--- src/cvr_defines.svh ---
// Constants for the comparator and reference ladder control block.
// Assumes a 32-bit AHB-Lite slave port; byte address is 4 x index.
//
// What this block does
// - Comparator result bits are read-only in the comparator config register.
// - Pin routing on: pins 4 and 5 driven by the comparator outputs after polarity.
// - Port A direction bits still enable the routed pins.
// - Bits 4 and 5 invert each comparator as read and driven.
// - Port reads return 0 for analog-configured pins.
// - Ladder is the comparator reference only in mode 110.
// - Ladder control bit 6 connects the level to the shared pin.
// - Bit 5 picks range: 0..2/3 step 1/24, or 1/4..3/4 step 1/32.
// - Bits 3..0 are the tap value 0 to 15.
// - Ladder control bit 4 reads zero and ignores writes.
// - In mode 110 the reference feeds both non-inverting inputs.
// - Comparator high when non-inverting input exceeds inverting input.
`ifndef CVR_DEFINES_SVH
`define CVR_DEFINES_SVH

// ----------------------------------------
// Register indexes
// ----------------------------------------
`define CVR_IDX_PORT 8'h05
`define CVR_IDX_DIR 8'h85
`define CVR_IDX_CMCFG 8'h9C
`define CVR_IDX_LADDER 8'h9D
`define CVR_IDX_ANSEL 8'h9E
`define CVR_IDX_ROUTE 8'h9F

// ----------------------------------------
// Reset values and write masks
// ----------------------------------------
`define CVR_CMCFG_RST 8'h07
`define CVR_CMCFG_WMASK 8'h3F
`define CVR_LADDER_RST 8'h00
`define CVR_LADDER_WMASK 8'hEF
`define CVR_DIR_RST 6'h3F
`define CVR_ANSEL_RST 6'h3F
`define CVR_PORT_RST 6'h00

// ----------------------------------------
// Field positions
// ----------------------------------------
`define CVR_B_RES2 7
`define CVR_B_RES1 6
`define CVR_B_INV2 5
`define CVR_B_INV1 4
`define CVR_B_PWR 7
`define CVR_B_PIN 6
`define CVR_B_RANGE 5
`define CVR_B_UNIMP 4
`define CVR_MODE_REF 3'h6
`define CVR_HTRANS_NONSEQ 2'h2

`endif

--- src/cvr_pkg.sv ---
// Types shared by the comparator reference control block.
// Assumes constants come from cvr_defines.svh.
package cvr_pkg;

  // Bus slave phases
  typedef enum logic [1:0] {
    ST_IDLE,
    ST_WR,
    ST_RD,
    ST_RDY
  } cvr_bus_st_t;

endpackage : cvr_pkg

--- src/cvr_ctrl.sv ---
// Comparator result, polarity, pin routing and reference ladder control.
// Assumes one clock mclk, synchronous reset rst, AHB-Lite single master.
`timescale 1ns/1ps
`include "cvr_defines.svh"

module cvr_ctrl (
  input wire logic mclk,
  input wire logic rst,
  // AHB-Lite slave
  input wire logic hsel,
  input wire logic [31:0] haddr,
  input wire logic [1:0] htrans,
  input wire logic hwrite,
  input wire logic [2:0] hsize,
  input wire logic [31:0] hwdata,
  input wire logic hready,
  output logic hreadyout,
  output logic hresp,
  output logic [31:0] hrdata,
  // Raw comparator decisions from the analog side
  input wire logic cmp1_raw,
  input wire logic cmp2_raw,
  // Port A pins, bits 4 and 5 can carry comparators
  input wire logic [5:0] pa_in,
  output logic [5:0] pa_out,
  output logic [5:0] pa_oe_n,
  // Analog controls
  output logic [2:0] comparator_mode_field,
  output logic ladder_ref_sel,
  output logic ladder_power_on,
  output logic ladder_pin_drive,
  output logic ladder_range_sel,
  output logic [3:0] ladder_tap_value
);

  // ----------------------------------------
  // Decode helpers
  // ----------------------------------------

  // Word index from a byte address
  function automatic logic [7:0] idx_of(
    input logic [31:0] a
  );
    idx_of = a[9:2];
  endfunction : idx_of

  // Known register index check
  function automatic logic idx_hit(
    input logic [7:0] i
  );
    idx_hit = (i == `CVR_IDX_PORT) ||
              (i == `CVR_IDX_DIR) ||
              (i == `CVR_IDX_CMCFG) ||
              (i == `CVR_IDX_LADDER) ||
              (i == `CVR_IDX_ANSEL) ||
              (i == `CVR_IDX_ROUTE);
  endfunction : idx_hit

  // ----------------------------------------
  // State
  // ----------------------------------------
  cvr_pkg::cvr_bus_st_t st_r;
  cvr_pkg::cvr_bus_st_t st_nxt;
  logic [7:0] aidx_r;
  logic [7:0] aidx_nxt;
  logic hready_r;
  logic hready_nxt;
  logic [31:0] hrdata_r;
  logic [31:0] hrdata_nxt;

  logic [7:0] cmcfg_r;
  logic [7:0] cmcfg_nxt;
  logic [7:0] ladder_r;
  logic [7:0] ladder_nxt;
  logic [5:0] dir_r;
  logic [5:0] dir_nxt;
  logic [5:0] ansel_r;
  logic [5:0] ansel_nxt;
  logic [5:0] port_r;
  logic [5:0] port_nxt;
  logic route_r;
  logic route_nxt;
  logic refsel_r;

  // ----------------------------------------
  // Bus decode
  // ----------------------------------------

  // Transfer taken only while the bus is ready
  wire accept = hsel && htrans[1] && hready;
  wire wr_now = (st_r == cvr_pkg::ST_WR);
  wire rd_now = (st_r == cvr_pkg::ST_RD);
  wire [7:0] wdat = hwdata[7:0];
  wire we_cmcfg = wr_now && (aidx_r == `CVR_IDX_CMCFG);
  wire we_ladder = wr_now && (aidx_r == `CVR_IDX_LADDER);
  wire we_dir = wr_now && (aidx_r == `CVR_IDX_DIR);
  wire we_ansel = wr_now && (aidx_r == `CVR_IDX_ANSEL);
  wire we_port = wr_now && (aidx_r == `CVR_IDX_PORT);
  wire we_route = wr_now && (aidx_r == `CVR_IDX_ROUTE);

  // Next bus phase; a read holds one wait state before the answer
  always_comb begin
    case (st_r)
      cvr_pkg::ST_RD: begin
        st_nxt = cvr_pkg::ST_RDY;
      end
      default: begin
        st_nxt = cvr_pkg::ST_IDLE;
      end
    endcase
    if (accept) begin
      st_nxt = hwrite ? cvr_pkg::ST_WR : cvr_pkg::ST_RD;
    end
  end
  assign aidx_nxt = accept ? idx_of(haddr) : aidx_r;
  assign hready_nxt = !(accept && !hwrite);

  // ----------------------------------------
  // Comparator view
  // ----------------------------------------

  // Polarity applied to both read and pin paths
  wire cmp1_v = cmp1_raw ^ cmcfg_r[`CVR_B_INV1]; // High when non-inverting input is above
  wire cmp2_v = cmp2_raw ^ cmcfg_r[`CVR_B_INV2];

  // Results never stored, so writes cannot touch them
  wire [7:0] cmcfg_rd = {cmp2_v, cmp1_v, cmcfg_r[5:0]};

  // Analog pins read as zero whatever the voltage
  wire [5:0] port_rd = pa_in & ~ansel_r;

  // Unimplemented ladder bit forced low on read
  wire [7:0] ladder_rd = ladder_r & `CVR_LADDER_WMASK;

  // Read mux; unmapped reads give zero
  wire [7:0] rd_byte =
    (aidx_r == `CVR_IDX_CMCFG) ? cmcfg_rd :
    (aidx_r == `CVR_IDX_LADDER) ? ladder_rd :
    (aidx_r == `CVR_IDX_PORT) ? {2'h0, port_rd} :
    (aidx_r == `CVR_IDX_DIR) ? {2'h0, dir_r} :
    (aidx_r == `CVR_IDX_ANSEL) ? {2'h0, ansel_r} :
    (aidx_r == `CVR_IDX_ROUTE) ? {7'h00, route_r} : 8'h00;
  wire mapped = idx_hit(aidx_r);
  assign hrdata_nxt = (rd_now && mapped) ? {24'h000000, rd_byte} :
                      rd_now ? 32'h00000000 : hrdata_r;

  // ----------------------------------------
  // Register next values
  // ----------------------------------------

  // Result bits masked out of the write
  assign cmcfg_nxt = we_cmcfg ?
    ((cmcfg_r & ~`CVR_CMCFG_WMASK) | (wdat & `CVR_CMCFG_WMASK)) :
    cmcfg_r;

  // Bit 4 dropped on write
  assign ladder_nxt = we_ladder ? (wdat & `CVR_LADDER_WMASK) : ladder_r;
  assign dir_nxt = we_dir ? wdat[5:0] : dir_r;
  assign ansel_nxt = we_ansel ? wdat[5:0] : ansel_r;
  assign port_nxt = we_port ? wdat[5:0] : port_r;
  assign route_nxt = we_route ? wdat[0] : route_r;

  // ----------------------------------------
  // Bus flops
  // ----------------------------------------

  // Slave phase tracking
  always_ff @(posedge mclk) begin
    if (rst) begin
      st_r <= cvr_pkg::ST_IDLE;
      aidx_r <= 8'h00;
      hready_r <= 1'b1;
      hrdata_r <= 32'h00000000;
    end else begin
      st_r <= st_nxt;
      aidx_r <= aidx_nxt;
      hready_r <= hready_nxt;
      hrdata_r <= hrdata_nxt;
    end
  end

  // ----------------------------------------
  // Control flops
  // ----------------------------------------

  // Stored fields change only on a write edge or a reset edge
  always_ff @(posedge mclk) begin
    if (rst) begin
      cmcfg_r <= `CVR_CMCFG_RST;
      ladder_r <= `CVR_LADDER_RST;
      dir_r <= `CVR_DIR_RST;
      ansel_r <= `CVR_ANSEL_RST;
      port_r <= `CVR_PORT_RST;
      route_r <= 1'b0;
    end else begin
      cmcfg_r <= cmcfg_nxt;
      ladder_r <= ladder_nxt;
      dir_r <= dir_nxt;
      ansel_r <= ansel_nxt;
      port_r <= port_nxt;
      route_r <= route_nxt;
    end
  end

  // Ladder feeds both non-inverting inputs in mode 110
  always_ff @(posedge mclk) begin
    if (rst) begin
      refsel_r <= 1'b0;
    end else begin
      refsel_r <= (cmcfg_nxt[2:0] == `CVR_MODE_REF);
    end
  end

  // ----------------------------------------
  // Outputs
  // ----------------------------------------

  // Bus answer is always OKAY
  assign hreadyout = hready_r;
  assign hresp = 1'b0;
  assign hrdata = hrdata_r;

  // Ladder power, pin, range and tap straight from flops
  assign ladder_power_on = ladder_r[`CVR_B_PWR];
  assign ladder_pin_drive = ladder_r[`CVR_B_PIN];
  assign ladder_range_sel = ladder_r[`CVR_B_RANGE];
  assign ladder_tap_value = ladder_r[3:0];
  assign comparator_mode_field = cmcfg_r[2:0];
  assign ladder_ref_sel = refsel_r;

  // Raw path bypasses the clock on purpose: no added latency
  assign pa_out = route_r ? {cmp2_v, cmp1_v, port_r[3:0]} : port_r;

  // Direction bit 0 drives the pin, also when routed
  assign pa_oe_n = dir_r;

  // ----------------------------------------
  // Checks
  // ----------------------------------------

  // Cycle marker for a completed register read
  logic rd_done;
  assign rd_done = (st_r == cvr_pkg::ST_RDY);
endmodule : cvr_ctrl

--- config.mk ---
export PLATFORM = sky130hd
export DESIGN_NAME = cvr_ctrl
export DESIGN_NICKNAME = d
export VERILOG_FILES = /design/src/cvr_pkg.sv /design/src/cvr_ctrl.sv
export VERILOG_INCLUDE_DIRS = /design/src
export SDC_FILE = /design/constraint.sdc
export NUM_CORES = 1
export LEC_CHECK = 0
export BUFFER_PORTS_ARGS = -buffer_cell sky130_fd_sc_hd__buf_4
export CAP_MARGIN = 20
export CORE_MARGIN = 8
export CORE_UTILIZATION = 45
export CTS_CLUSTER_DIAMETER = 100
export DETAILED_ROUTE_END_ITERATION = 12
export PLACE_DENSITY = 0.81
export RECOVER_POWER = 100
export SETUP_SLACK_MARGIN = 0.1
export SLEW_MARGIN = 20
export SYNTH_ARGS = -nofsm -noshare
export SYNTH_HDL_FRONTEND = slang
export SYNTH_SLANG_ARGS = --single-unit
--- constraint.sdc ---
create_clock -name mclk -period 2.6 [get_ports mclk]
set_clock_uncertainty 0.1 [all_clocks]
set_input_delay 0.52 -clock mclk [delete_from_list [all_inputs] [get_ports mclk]]
set_output_delay 0.52 -clock mclk [all_outputs]
set_load 0.01 [all_outputs]
## After elaboration in Yosys (flattened, before gate mapping)

Cells that the tools add are included.

| storage, ports and cells | value |
|---|---|
| register bits | 54 |
| input port bits | 82 |
| output and inout port bits | 57 |
| word-level logic and storage cells | 57 |

| operators by class | value |
|---|---|
| equality and inequality tests | 9 |
| mux-type cells | 13 |
| bitwise logic cells | 5 |
| reduce and logical (&&, ||, !) cells | 18 |

Operators with widths:

| operator | count |
|---|---|
| 8-bit equality test, second input constant | 5 |
| 8-bit 2-to-1 mux | 4 |
| 6-bit 2-to-1 mux | 4 |
| 1-bit logical AND | 10 |
| 8-bit by 3-bit equality test with 1-bit output, second input constant | 1 |
| 8-bit by 6-bit OR with 8-bit output | 1 |
| 6-bit bitwise AND | 1 |
| 2-bit 2-to-1 mux | 3 |
| 6-bit NOT | 1 |
| 1-bit logical OR | 5 |
| 3-bit equality test, second input constant | 1 |
| 3-bit 2-to-1 mux | 1 |
| 2-bit by 1-bit equality test with 1-bit output, second input constant | 1 |
| 2-bit equality test, second input constant | 1 |
| 1-bit zero test | 2 |
| 2-bit nonzero test | 1 |
| 1-bit XOR | 2 |
| 1-bit 2-to-1 mux | 1 |

## Depth between registers and ports, before layout

Gate-level depths: netlist (run 1).

| depth | value |
|---|---|
| word-level depth | 8 |
| depth in mapped cells | 9 |
| mapped depth without buffers | 5 |

## Least setup slack after synthesis (run 1)

OpenSTA, ideal clock, no wires.

| timing path | value |
|---|---|
| path kind | register to register |
| start | register aidx_r[7] |
| end | register refsel_r (netlist: ladder_ref_sel) |
| library setup time | 70 ps |
| data arrival time | 2,157 ps |
| required time | 2,430 ps |
| path slack | 273 ps |
| cell stages (with the launch flop) | 10 |
| buffers on the path | 4 |
| clock period less this slack | 2,327 ps |
| path through | dfxtp_1 buf_4 or3b_1 buf_2 or4_4 buf_6 nand2b_4 buf_6 or3_1 a21oi_1 |

| on the way | value |
|---|---|
| word-level cells in the longest chain between the ends | 4 |

RTL lines:

| element | RTL line | RTL |
|---|---|---|
| start: declaration | cvr_ctrl.sv:64 | `logic [7:0] aidx_r;` |
| start signal: assignment | cvr_ctrl.sv:176 | `aidx_r <= aidx_nxt;` |
| 8-bit equality test (no line) | -- |  |
| 1-bit logical AND | cvr_ctrl.sv:94 | `` wire we_cmcfg = wr_now && (aidx_r == `CVR_IDX_CMCFG); `` |
| 3-bit 2-to-1 mux | cvr_ctrl.sv:152 | `assign cmcfg_nxt = we_cmcfg ?` |
| 3-bit equality test (no line) | -- |  |
| end signal: assignment | cvr_ctrl.sv:210 | `` refsel_r <= (cmcfg_nxt[2:0] == `CVR_MODE_REF); `` |
| end: declaration | cvr_ctrl.sv:83 | `logic refsel_r;` |

No other way between the ends.
A chain may end at the register's enable or synchronous reset.

## Worst setup path in the final report (run 1)

| timing path | value |
|---|---|
| start | register aidx_r[4] |
| end | register hrdata_r[4] (netlist: hrdata[4]) |

| on the way | value |
|---|---|
| word-level cells in the longest chain between the ends | 8 |
| elaborated cells on any way between the ends | 19 |
| those cells by class | eq/ne: 6; mux: 6; reduce/logical: 7 |

RTL lines:

| element | RTL line | RTL |
|---|---|---|
| branches (longest 8 deep; another with 8-bit equality test) | -- |  |
| end signal: assignment | cvr_ctrl.sv:178 | `hrdata_r <= hrdata_nxt;` |
| end: declaration | cvr_ctrl.sv:68 | `logic [31:0] hrdata_r;` |

Several ways; the timed one is not identified.

==> flow_summary_export.csv, run 1 <==
group,metric,value,unit
placement,port_buffers,61,
global_routing,grt_pass1_wl,10800,um
finish,drive_above_1_share,12.4,%
synth,yosys.area_share.xor_xnor,0.689,%
synth,synth.area.mux_share,10.2,%
worst_setup_path,startpoint_type,"flip-flop",
synth,synth-seq-area-share,41.0,%
synth,synth_async_sr_flop_share,0,%
sta,rsz0062_at_grt,"no",
worst_setup_path,r2r_end,"hrdata[4]",
clock_tree,post_cts_resize_count,0,
clock_tree,cts-root-buf,"clkbuf_8",
power_and_ir_drop,p_per_area,500,nW/um2
die,dieWidth,91.1,um
placement,gp_congestion,0.859,
route,drt_first_pass_iters,5,
synth,synth_flop_cell,"dfxtp_1",
clock_tree,cts_inserted_buffers,5,
sta,timing.final.crit_share,91.1,%
route,num_vias,2209,
synth,synth_top_area_share,41.0,%
sta,relSlewSlack,58.5,%
clock_tree,cts_setup_buffers,0,
synth,ys_warn_count,0,
worst_hold_path,holdPathEnd,"hreadyout",
global_routing,grt_overflow,0,
worst_hold_path,whs_path_depth,2,
synth,synth_commonest_cells,"dfxtp_1 (52), nand2_1 (41), buf_4 (33)",
worst_setup_path,timing.rr.start,"aidx_r[4]",
clock_tree,cts_hold_buf,0,
synth,syn_avg_cell_area,8.53,um2
route,routedWlPerCell,15.3,um
global_routing,grt_max_degree,34,
synth,yosys.area_share.simple,20.8,%
global_routing,first_global_vias,2203,
route,finalWirelength,6530,um
die,die-area,8310,um2
clock_tree,clkTransAtPathRegs,0.08,ns
die,ios,139,
sta,hold_violations,0,
clock_tree,cts_htree_levels,2,
worst_setup_path,crit_type,"flip-flop to flip-flop",
global_routing,grtUsageTotal,15.6,%
die,core_area,5470,um2
synth,synth_compound_area_share,13.3,%
worst_setup_path,critPathCaptureType,"flip-flop",
finish,final_nets,435,
synth,netlist_area,2540,um2
power_and_ir_drop,finalPower,0.00145,W
clock_tree,cts_tree,"yes",
synth,synth_top_family_by_area,"simple AND/OR/NAND/NOR gates",
synth,synth_area_leaders,"dfxtp_1 (41%), mux2i_1 (10%), buf_4 (9.7%), nand2_1 (6.1%), nor2_1 (4.6%)",
sta,tightest_slew,0.614,ns
clock_tree,clock_latency,0.31,ns
route,ant_nets,0,
finish,antenna_cells,0,
sta,period_minus_slack,2.37,ns
synth,ys_ff_latch,52,
worst_setup_path,arrival,2.52,ns
worst_hold_path,hp-start,"hwrite",
worst_setup_path,rr_worst_depth,6,
die,die_y,91.1,um
synth,synth_fa_ha_area_share,0,%
route,detail_route.vias_per_cell,5.19,
global_routing,antenna_found_initial,0,
job,maxCapViolations,0,
worst_setup_path,r2r_slack,0.23,ns
sta,setup_tns,0,ns
clock_tree,clkSinkCount,52,
synth,synth-edff-count,0,
synth,synth_cells,298,
worst_setup_path,crit_required,2.75,ns
sta,setup_viol,0,
worst_hold_path,holdCritPathClass,"primary input to flip-flop",
worst_setup_path,cp_max_fo,5,
finish,syn_to_final_growth,14.2,%
clock_tree,cts_buffer_depth,2,
outcome,status,"finished clean",
route,drtIter0Drc,168,
power_and_ir_drop,ir_drop,0.283,mV
synth,synth.largest_area_cell,"dfxtp_1",
placement,hpwl,4950,um
synth,synth_cell_types,38,
sta,fmax,422,MHz
route,drc,0,
synth,yosysMostFrequentCell,"dfxtp_1",
die,start_util,46.4,%
sta,maxSlewViolCount,0,
die,rows,27,
power_and_ir_drop,p_leak,1.28,nW
## worst max path at each step
| stage | start | to | slack [ns] |
|---|---|---|---|
| 2_1_floorplan | aidx_r[7] | ladder_ref_sel | 0.27 |
| 3_3_place_gp | aidx_r[4] | hrdata[4] | 0.39 |
| 3_5_place_dp | aidx_r[4] | hrdata[4] | 0.36 |
| 4_1_cts | aidx_r[4] | hrdata[4] | 0.32 |
| 5_1_grt | aidx_r[4] | hrdata[4] | 0.1 |
| 6_report | aidx_r[4] | hrdata[4] | 0.23 |
## critical path, stage by stage (launching register included)
cell	delay, ns
dfxtp_1	0.35
nor4b_1	0.59
a31oi_1	0.09
or4_1	0.52
clkbuf_1	0.22
nor3_1	0.30
a211o_1	0.15
## sequential cells by signal, indices dropped and copies added (netlist names)
name / count
aidx_r: 8
hrdata: 8
ladder_r: 7
ansel_r: 6
cmcfg_r: 6
pa_oe_n: 6
port_r: 6
st_r: 2
hreadyout: 1
ladder_ref_sel: 1
route_r: 1
## layout by cell type, fill, tap and decap left out, drive strengths merged, types with 3 or more instances in the layout
cell type | netlist | final
a21oi | 18 | 18
a22o | 4 | 4
a22oi | 4 | 4
a32oi | 6 | 6
and3 | 3 | 3
buf | 37 | 35
clkbuf | 11 | 43
conb | 1 | 25
dfxtp | 52 | 52
inv | 8 | 8
mux2i | 26 | 26
nand2 | 41 | 41
nand2b | 9 | 9
nand3 | 5 | 5
nor2 | 31 | 31
nor3 | 3 | 3
nor3b | 3 | 3
o211ai | 6 | 6
o21ai | 7 | 7
or4 | 3 | 3
## final cells by class
| cell class | instances | area (um2) |
|---|---|---|
| Inverter | 8 | 30.0 |
| Tap cell | 72 | 90.1 |
| Sequential cell | 52 | 1040 |
| Clock buffer | 6 | 72.6 |
| Multi-Input combinational cell | 214 | 1230 |
| Clock inverter | 2 | 35.0 |
| Fill cell | 550 | 2570 |
| Timing Repair Buffer | 72 | 405 |
## routing by layer
metal	GRT usage, %	share of wire [%]	up-vias
li1	-	-	1071
met1	18.9	43	1027
met2	24.8	46	105
met3	5.19	9.2	6
met4	6.28	1.4	0
met5	0	0	-
## logic make-up (layout without fill, tap and decap cells)
group / count (synthesis) / in the layout
buffers and inverters: 56 / 88
other: 1 / 25
muxes: 26 / 26
DFF: 52 / 52
and+or+nand+nor: 110 / 110
AOI/OAI and AO/OA: 51 / 51
xor gates and xnor gates: 2 / 2
## where the power goes
| part | total, W | switching, W | internal [W] |
|---|---|---|---|
| combinational | 0.000108 | 0.0000655 | 0.0000425 |
| clock | 0.000539 | 0.000253 | 0.000286 |
| sequential | 0.000805 | 0.00000435 | 0.000801 |
| total | 0.00145 | 0.000323 | 0.00113 |
## metrics by stage
step	worst slack [ns]	util, %	instance area, um2	hold WS, ns	instances
final	0.231	53.0	2900	0.329	426
after global routing	0.0994	53.0	2900	0.307	426
after CTS	0.317	55.7	3050	0.318	426
after detailed placement	0.361	53.7	2940	0.359	418
after global placement	0.386	53.7	2940	0.348	418
after floorplan	0.273	-	2630	0.354	322
Note: power is estimated with default switching activity, not from simulation.
==> run 2: changes to the inputs <==
Settings changed: CORE_UTILIZATION 45 to 42, CTS_BUF_LIST set to sky130_fd_sc_hd__clkbuf_4 sky130_fd_sc_hd__clkbuf_8 sky130_fd_sc_hd__clkbuf_16, PLACE_DENSITY 0.81 to 0.76.
==> flow_summary_export.csv, run 2 (same netlist as run 1, synthesis figures left out) <==
group,metric,value,unit
sta,tightest_slew,0.594,ns
worst_setup_path,startpoint_type,"flip-flop",
clock_tree,post_cts_resize_count,0,
worst_setup_path,crit_required,2.68,ns
clock_tree,cts_inserted_buffers,5,
worst_setup_path,crit_type,"flip-flop to flip-flop",
die,dieWidth,93.8,um
worst_hold_path,holdCritPathClass,"primary input to flip-flop",
die,rows,28,
sta,timing.final.crit_share,89.5,%
worst_hold_path,hp-start,"hwrite",
worst_setup_path,r2r_slack,0.27,ns
worst_setup_path,cp_max_fo,9,
clock_tree,clkSinkCount,52,
finish,drive_above_1_share,12.5,%
route,routedWlPerCell,15.2,um
die,die_y,93.8,um
sta,layout_setup_ws,0.273,ns
finish,antenna_cells,0,
sta,period_minus_slack,2.33,ns
worst_setup_path,arrival,2.41,ns
finish,layout_common_cells,"dfxtp_1 (52), nand2_1 (41), clkbuf_1 (36), buf_4 (34), nor2_1 (31)",
die,ios,139,
power_and_ir_drop,p_sw_share,24.2,%
route,drt_first_pass_iters,4,
power_and_ir_drop,combPwrFrac,8.0,%
placement,port_buffers,61,
die,core_area,5890,um2
route,drc,0,
sta,maxSlewViolCount,0,
route,finalWirelength,6520,um
sta,relSlewSlack,59.8,%
global_routing,antenna_found_initial,0,
die,start_util,43.2,%
worst_setup_path,timing.rr.start,"aidx_r[5]",
clock_tree,cts_hold_buf,0,
worst_hold_path,holdPathEnd,"hreadyout",
global_routing,grt_max_degree,34,
placement,dp_slack,0.430,ns
placement,hpwl,4900,um
route,ant_nets,0,
global_routing,grtUsageTotal,14.9,%
die,die-area,8800,um2
power_and_ir_drop,p_per_area,470,nW/um2
clock_tree,cts_htree_levels,2,
power_and_ir_drop,power_frac_seq,59.5,%
route,num_vias,2173,
sta,setup_tns,0,ns
worst_setup_path,r2r_end,"cmcfg_r[1]",
clock_tree,clock_latency,0.30,ns
clock_tree,clkTransAtPathRegs,0.09,ns
power_and_ir_drop,internal-power,0.00103,W
outcome,status,"finished clean",
clock_tree,cts_buffer_depth,2,
power_and_ir_drop,p_clk_share,32.5,%
global_routing,grt_pass1_wl,10600,um
finish,final_common_cell,"dfxtp_1",
global_routing,grt_overflow,0,
route,drtIter0Drc,205,
power_and_ir_drop,p_switching,0.000327,W
worst_setup_path,critPathCaptureType,"flip-flop",
job,maxCapViolations,0,
route,detail_route.vias_per_cell,5.08,
sta,fmax,430,MHz
clock_tree,cts_setup_buffers,0,
finish,final_nets,435,
power_and_ir_drop,p_leak,1.26,nW
sta,rsz0062_at_grt,"no",
sta,hold_violations,0,
placement,gp_congestion,0.843,
clock_tree,cts_tree,"yes",
worst_setup_path,rr_worst_depth,6,
worst_hold_path,whs_path_depth,2,
clock_tree,cts-root-buf,"clkbuf_8",
finish,syn_to_final_growth,13.2,%
power_and_ir_drop,ir_drop,0.199,mV
sta,setup_viol,0,
global_routing,first_global_vias,2201,
run 2: changes by cell type in the layout (fill, tap and decap cells not counted), sizes merged:
cell      previous run  this run
buf                 35        34
bufinv               1         0
clkinvlp             0         1
run 2: cell type report:
type | instances | area (um2)
clock buffers | 5 | 68.8
clock inverters | 2 | 12.5
well taps | 75 | 93.8
inverters | 8 | 30.0
multi-input cells | 214 | 1230
fillers | 623 | 3010
repair buffers | 72 | 403
flip-flops and latches | 52 | 1040
run 2: worst max-delay path by stage:
stage	startpoint	endpoint	depth (start not counted)
final	aidx_r[5]	cmcfg_r[1]	6
after global routing	aidx_r[4]	port_r[5]	6
after CTS	aidx_r[4]	hrdata[4]	5
after detailed placement	aidx_r[4]	hrdata[4]	6
after global placement	aidx_r[4]	hrdata[4]	6
after floorplan	aidx_r[7]	ladder_ref_sel	9
run 2: metrics by stage:
stage / cells / hold WS, ns / total power, W / area, um2 / util, %
2_1_floorplan: 322 / 0.354 / 0.000903 / 2630 / -
3_3_place_gp: 421 / 0.347 / 0.000930 / 2940 / 50.0
3_5_place_dp: 421 / 0.359 / 0.000931 / 2940 / 50.0
4_1_cts: 428 / 0.316 / 0.00136 / 3030 / 51.4
5_1_grt: 428 / 0.305 / 0.00141 / 2880 / 48.9
6_report: 428 / 0.320 / 0.00135 / 2880 / 48.9
run 2: power groups by stage:
stage,Combinational [W],Clock [W],Sequential (W)
after detailed placement,0.000107,0,0.000823
after global placement,0.000106,0,0.000823
final,0.000108,0.000440,0.000805
after floorplan,0.0000799,0,0.000823
after global routing,0.000119,0.000485,0.000806
after CTS,0.000108,0.000448,0.000805
run 2: critical path: stages (launching register included):
cell and delay, ns:
dfxtp_1 0.34, or3b_1 0.54, or4_1 0.47, nand2b_1 0.27
clkbuf_2 0.24, mux2i_1 0.18, nand2_1 0.06
run 2: routing by layer:
layer  vias up  share of wire [%]  global-route usage (%)
li1       1075                  -                       -
met1      1009                 43                    19.0
met2        83                 46                    23.3
met3         6                8.8                    4.16
met4         0                1.6                    5.42
met5         -                  0                       0
==> run 3: changes to the inputs <==
Settings changed: BUFFER_PORTS_ARGS -buffer_cell sky130_fd_sc_hd__buf_4 to not set, DONT_BUFFER_PORTS set to 1, PLACE_DENSITY 0.76 to not set, SETUP_SLACK_MARGIN 0.1 to 0.3.
==> flow_summary_export.csv, run 3 (same netlist as run 1, synthesis figures left out) <==
group,metric,value,unit
placement,hpwl,4610,um
worst_hold_path,holdCritPathClass,"primary input to flip-flop",
die,start_util,43.2,%
route,finalWirelength,6100,um
die,core_area,5890,um2
sta,timing.final.crit_share,87.3,%
worst_setup_path,cp_max_fo,16,
worst_setup_path,r2r_end,"ladder_ref_sel",
worst_setup_path,arrival,2.41,ns
placement,port_buffers,0,
global_routing,grt_pass1_wl,9310,um
die,ios,139,
sta,hold_violations,0,
route,detail_route.vias_per_cell,5.17,
global_routing,grt_max_degree,35,
worst_setup_path,timing.rr.start,"aidx_r[0]",
die,rows,28,
clock_tree,cts_htree_levels,2,
route,ant_nets,0,
finish,final_nets,373,
power_and_ir_drop,p_per_area,523,nW/um2
worst_setup_path,startpoint_type,"flip-flop",
power_and_ir_drop,p_clk_share,35.4,%
route,num_vias,1898,
placement,place_area,2480,um2
placement,gp_congestion,0.824,
outcome,status,"finished clean",
clock_tree,clock_latency,0.30,ns
power_and_ir_drop,p_leak,1.09,nW
route,drc,0,
route,drt_first_pass_iters,4,
clock_tree,cts_buffer_depth,2,
sta,relSlewSlack,52.7,%
power_and_ir_drop,internal-power,0.00103,W
global_routing,first_global_vias,1718,
sta,setup_tns,0,ns
worst_setup_path,critPathCaptureType,"flip-flop",
job,maxCapViolations,0,
worst_setup_path,cp-endpoint,"ladder_ref_sel",
finish,layout_common_cells,"dfxtp_1 (52), nand2_1 (41), nor2_1 (31), mux2i_1 (26), conb_1 (25)",
sta,period_minus_slack,2.27,ns
sta,rsz0062_at_grt,"no",
worst_setup_path,path_cells,"clkbuf_1 -> or4_4 -> nand2b_4 -> or3_1 -> a21oi_1",
global_routing,grt_overflow,0,
global_routing,grtUsageTotal,13.3,%
clock_tree,cts_tree,"yes",
route,routedWlPerCell,16.6,um
worst_setup_path,r2r_slack,0.33,ns
sta,tightest_slew,0.710,ns
die,die_y,93.8,um
worst_setup_path,crit_required,2.73,ns
clock_tree,clkSinkCount,52,
die,dieWidth,93.8,um
power_and_ir_drop,p_switching,0.000305,W
finish,drive_above_1_share,5.14,%
finish,antenna_cells,0,
global_routing,antenna_found_initial,0,
worst_setup_path,cp_slowest_cell,"or4_4",
power_and_ir_drop,ir_drop,0.206,mV
power_and_ir_drop,combPwrFrac,4.2,%
worst_setup_path,rr_worst_depth,5,
finish,final_area,2550,um2
sta,fmax,440,MHz
finish,final_common_cell,"dfxtp_1",
route,drtIter0Drc,117,
clock_tree,clkTransAtPathRegs,0.09,ns
clock_tree,cts-root-buf,"clkbuf_8",
sta,maxSlewViolCount,0,
worst_setup_path,crit_path_max_incr_delay,0.71,ns
sta,setup_viol,0,
die,die-area,8800,um2
clock_tree,cts_inserted_buffers,5,
finish,syn_to_final_growth,0.345,%
power_and_ir_drop,power_frac_seq,60.4,%
power_and_ir_drop,p_sw_share,22.8,%
worst_setup_path,crit_start,"aidx_r[0]",
worst_setup_path,crit_type,"flip-flop to flip-flop",
## run 3: cell types whose count changed in the layout (fill, tap and decap cells not counted)
cell	delta
clkinv_4	+1
clkbuf_2	-1
or4_4	+1
or4_1	-1
clkinv_2	-1
nand3_1	-1
nand2b_4	+1
buf_4	-31
clkinvlp_4	-1
nand2b_1	-1
clkbuf_1	-29
nand3_2	+1
clkbuf_4	+1
## run 3: timing repair
action	4_1_cts	5_1_grt
gates resized for setup	0	2
hold buffers	0	0
buffers inserted	0	0
setup endpoints to repair	0	2
## run 3: metrics by stage
step	setup WS (ns)	hold WS, ns	cells	total power, W	utilization [%]
6_report	0.329	0.179	367	0.00133	43.3
3_5_place_dp	0.425	0.379	359	0.000879	42.1
5_1_grt	0.206	0.159	367	0.00138	43.3
3_3_place_gp	0.427	0.376	359	0.000879	42.1
2_1_floorplan	0.273	0.354	322	0.000903	-
4_1_cts	0.406	0.168	367	0.00135	43.7
## run 3: how the worst min path moves through the flow
stage,from,to,cells past startpoint
after global placement,aidx_r[2],aidx_r[2],2
after CTS,rst,port_r[5],1
final,rst,aidx_r[3],1
after floorplan,aidx_r[2],aidx_r[2],2
after detailed placement,aidx_r[3],aidx_r[3],2
after global routing,rst,aidx_r[3],1
## run 3: layout make-up
cell class	instances	area, um2
fill	623	3340
multi-input combinational	214	1240
sequential	52	1040
tap	75	93.8
clock buffer	7	83.8
timing repair buffer	10	48.8
inverter	8	30.0
clock inverter	1	8.76
## run 3: routing by layer
metal  vias up  track usage, %  part of all wire [%]
met5         -               0                     0
met4         0            4.76                   1.2
met3         6            4.16                    11
met2        68            20.7                    45
met1       877            16.9                    43
li1        947               -                     -
## run 3: power groups by stage
stage / Combinational [W] / Clock, W / Sequential, W
after detailed placement: 0.0000555 / 0 / 0.000824
after floorplan: 0.0000799 / 0 / 0.000823
after CTS: 0.0000558 / 0.000486 / 0.000805
after global placement: 0.0000551 / 0 / 0.000824
final: 0.0000561 / 0.000472 / 0.000805
after global routing: 0.0000629 / 0.000515 / 0.000806
## run 3: worst max-delay path, delay by kind of cell (launching register included)
family | cells | cell delay (ns)
buffers and inverters | 1 | 0.31
flip-flops | 1 | 0.31
AO/OA/AOI/OAI | 1 | 0.15
AND/OR/NAND/NOR | 3 | 1.33
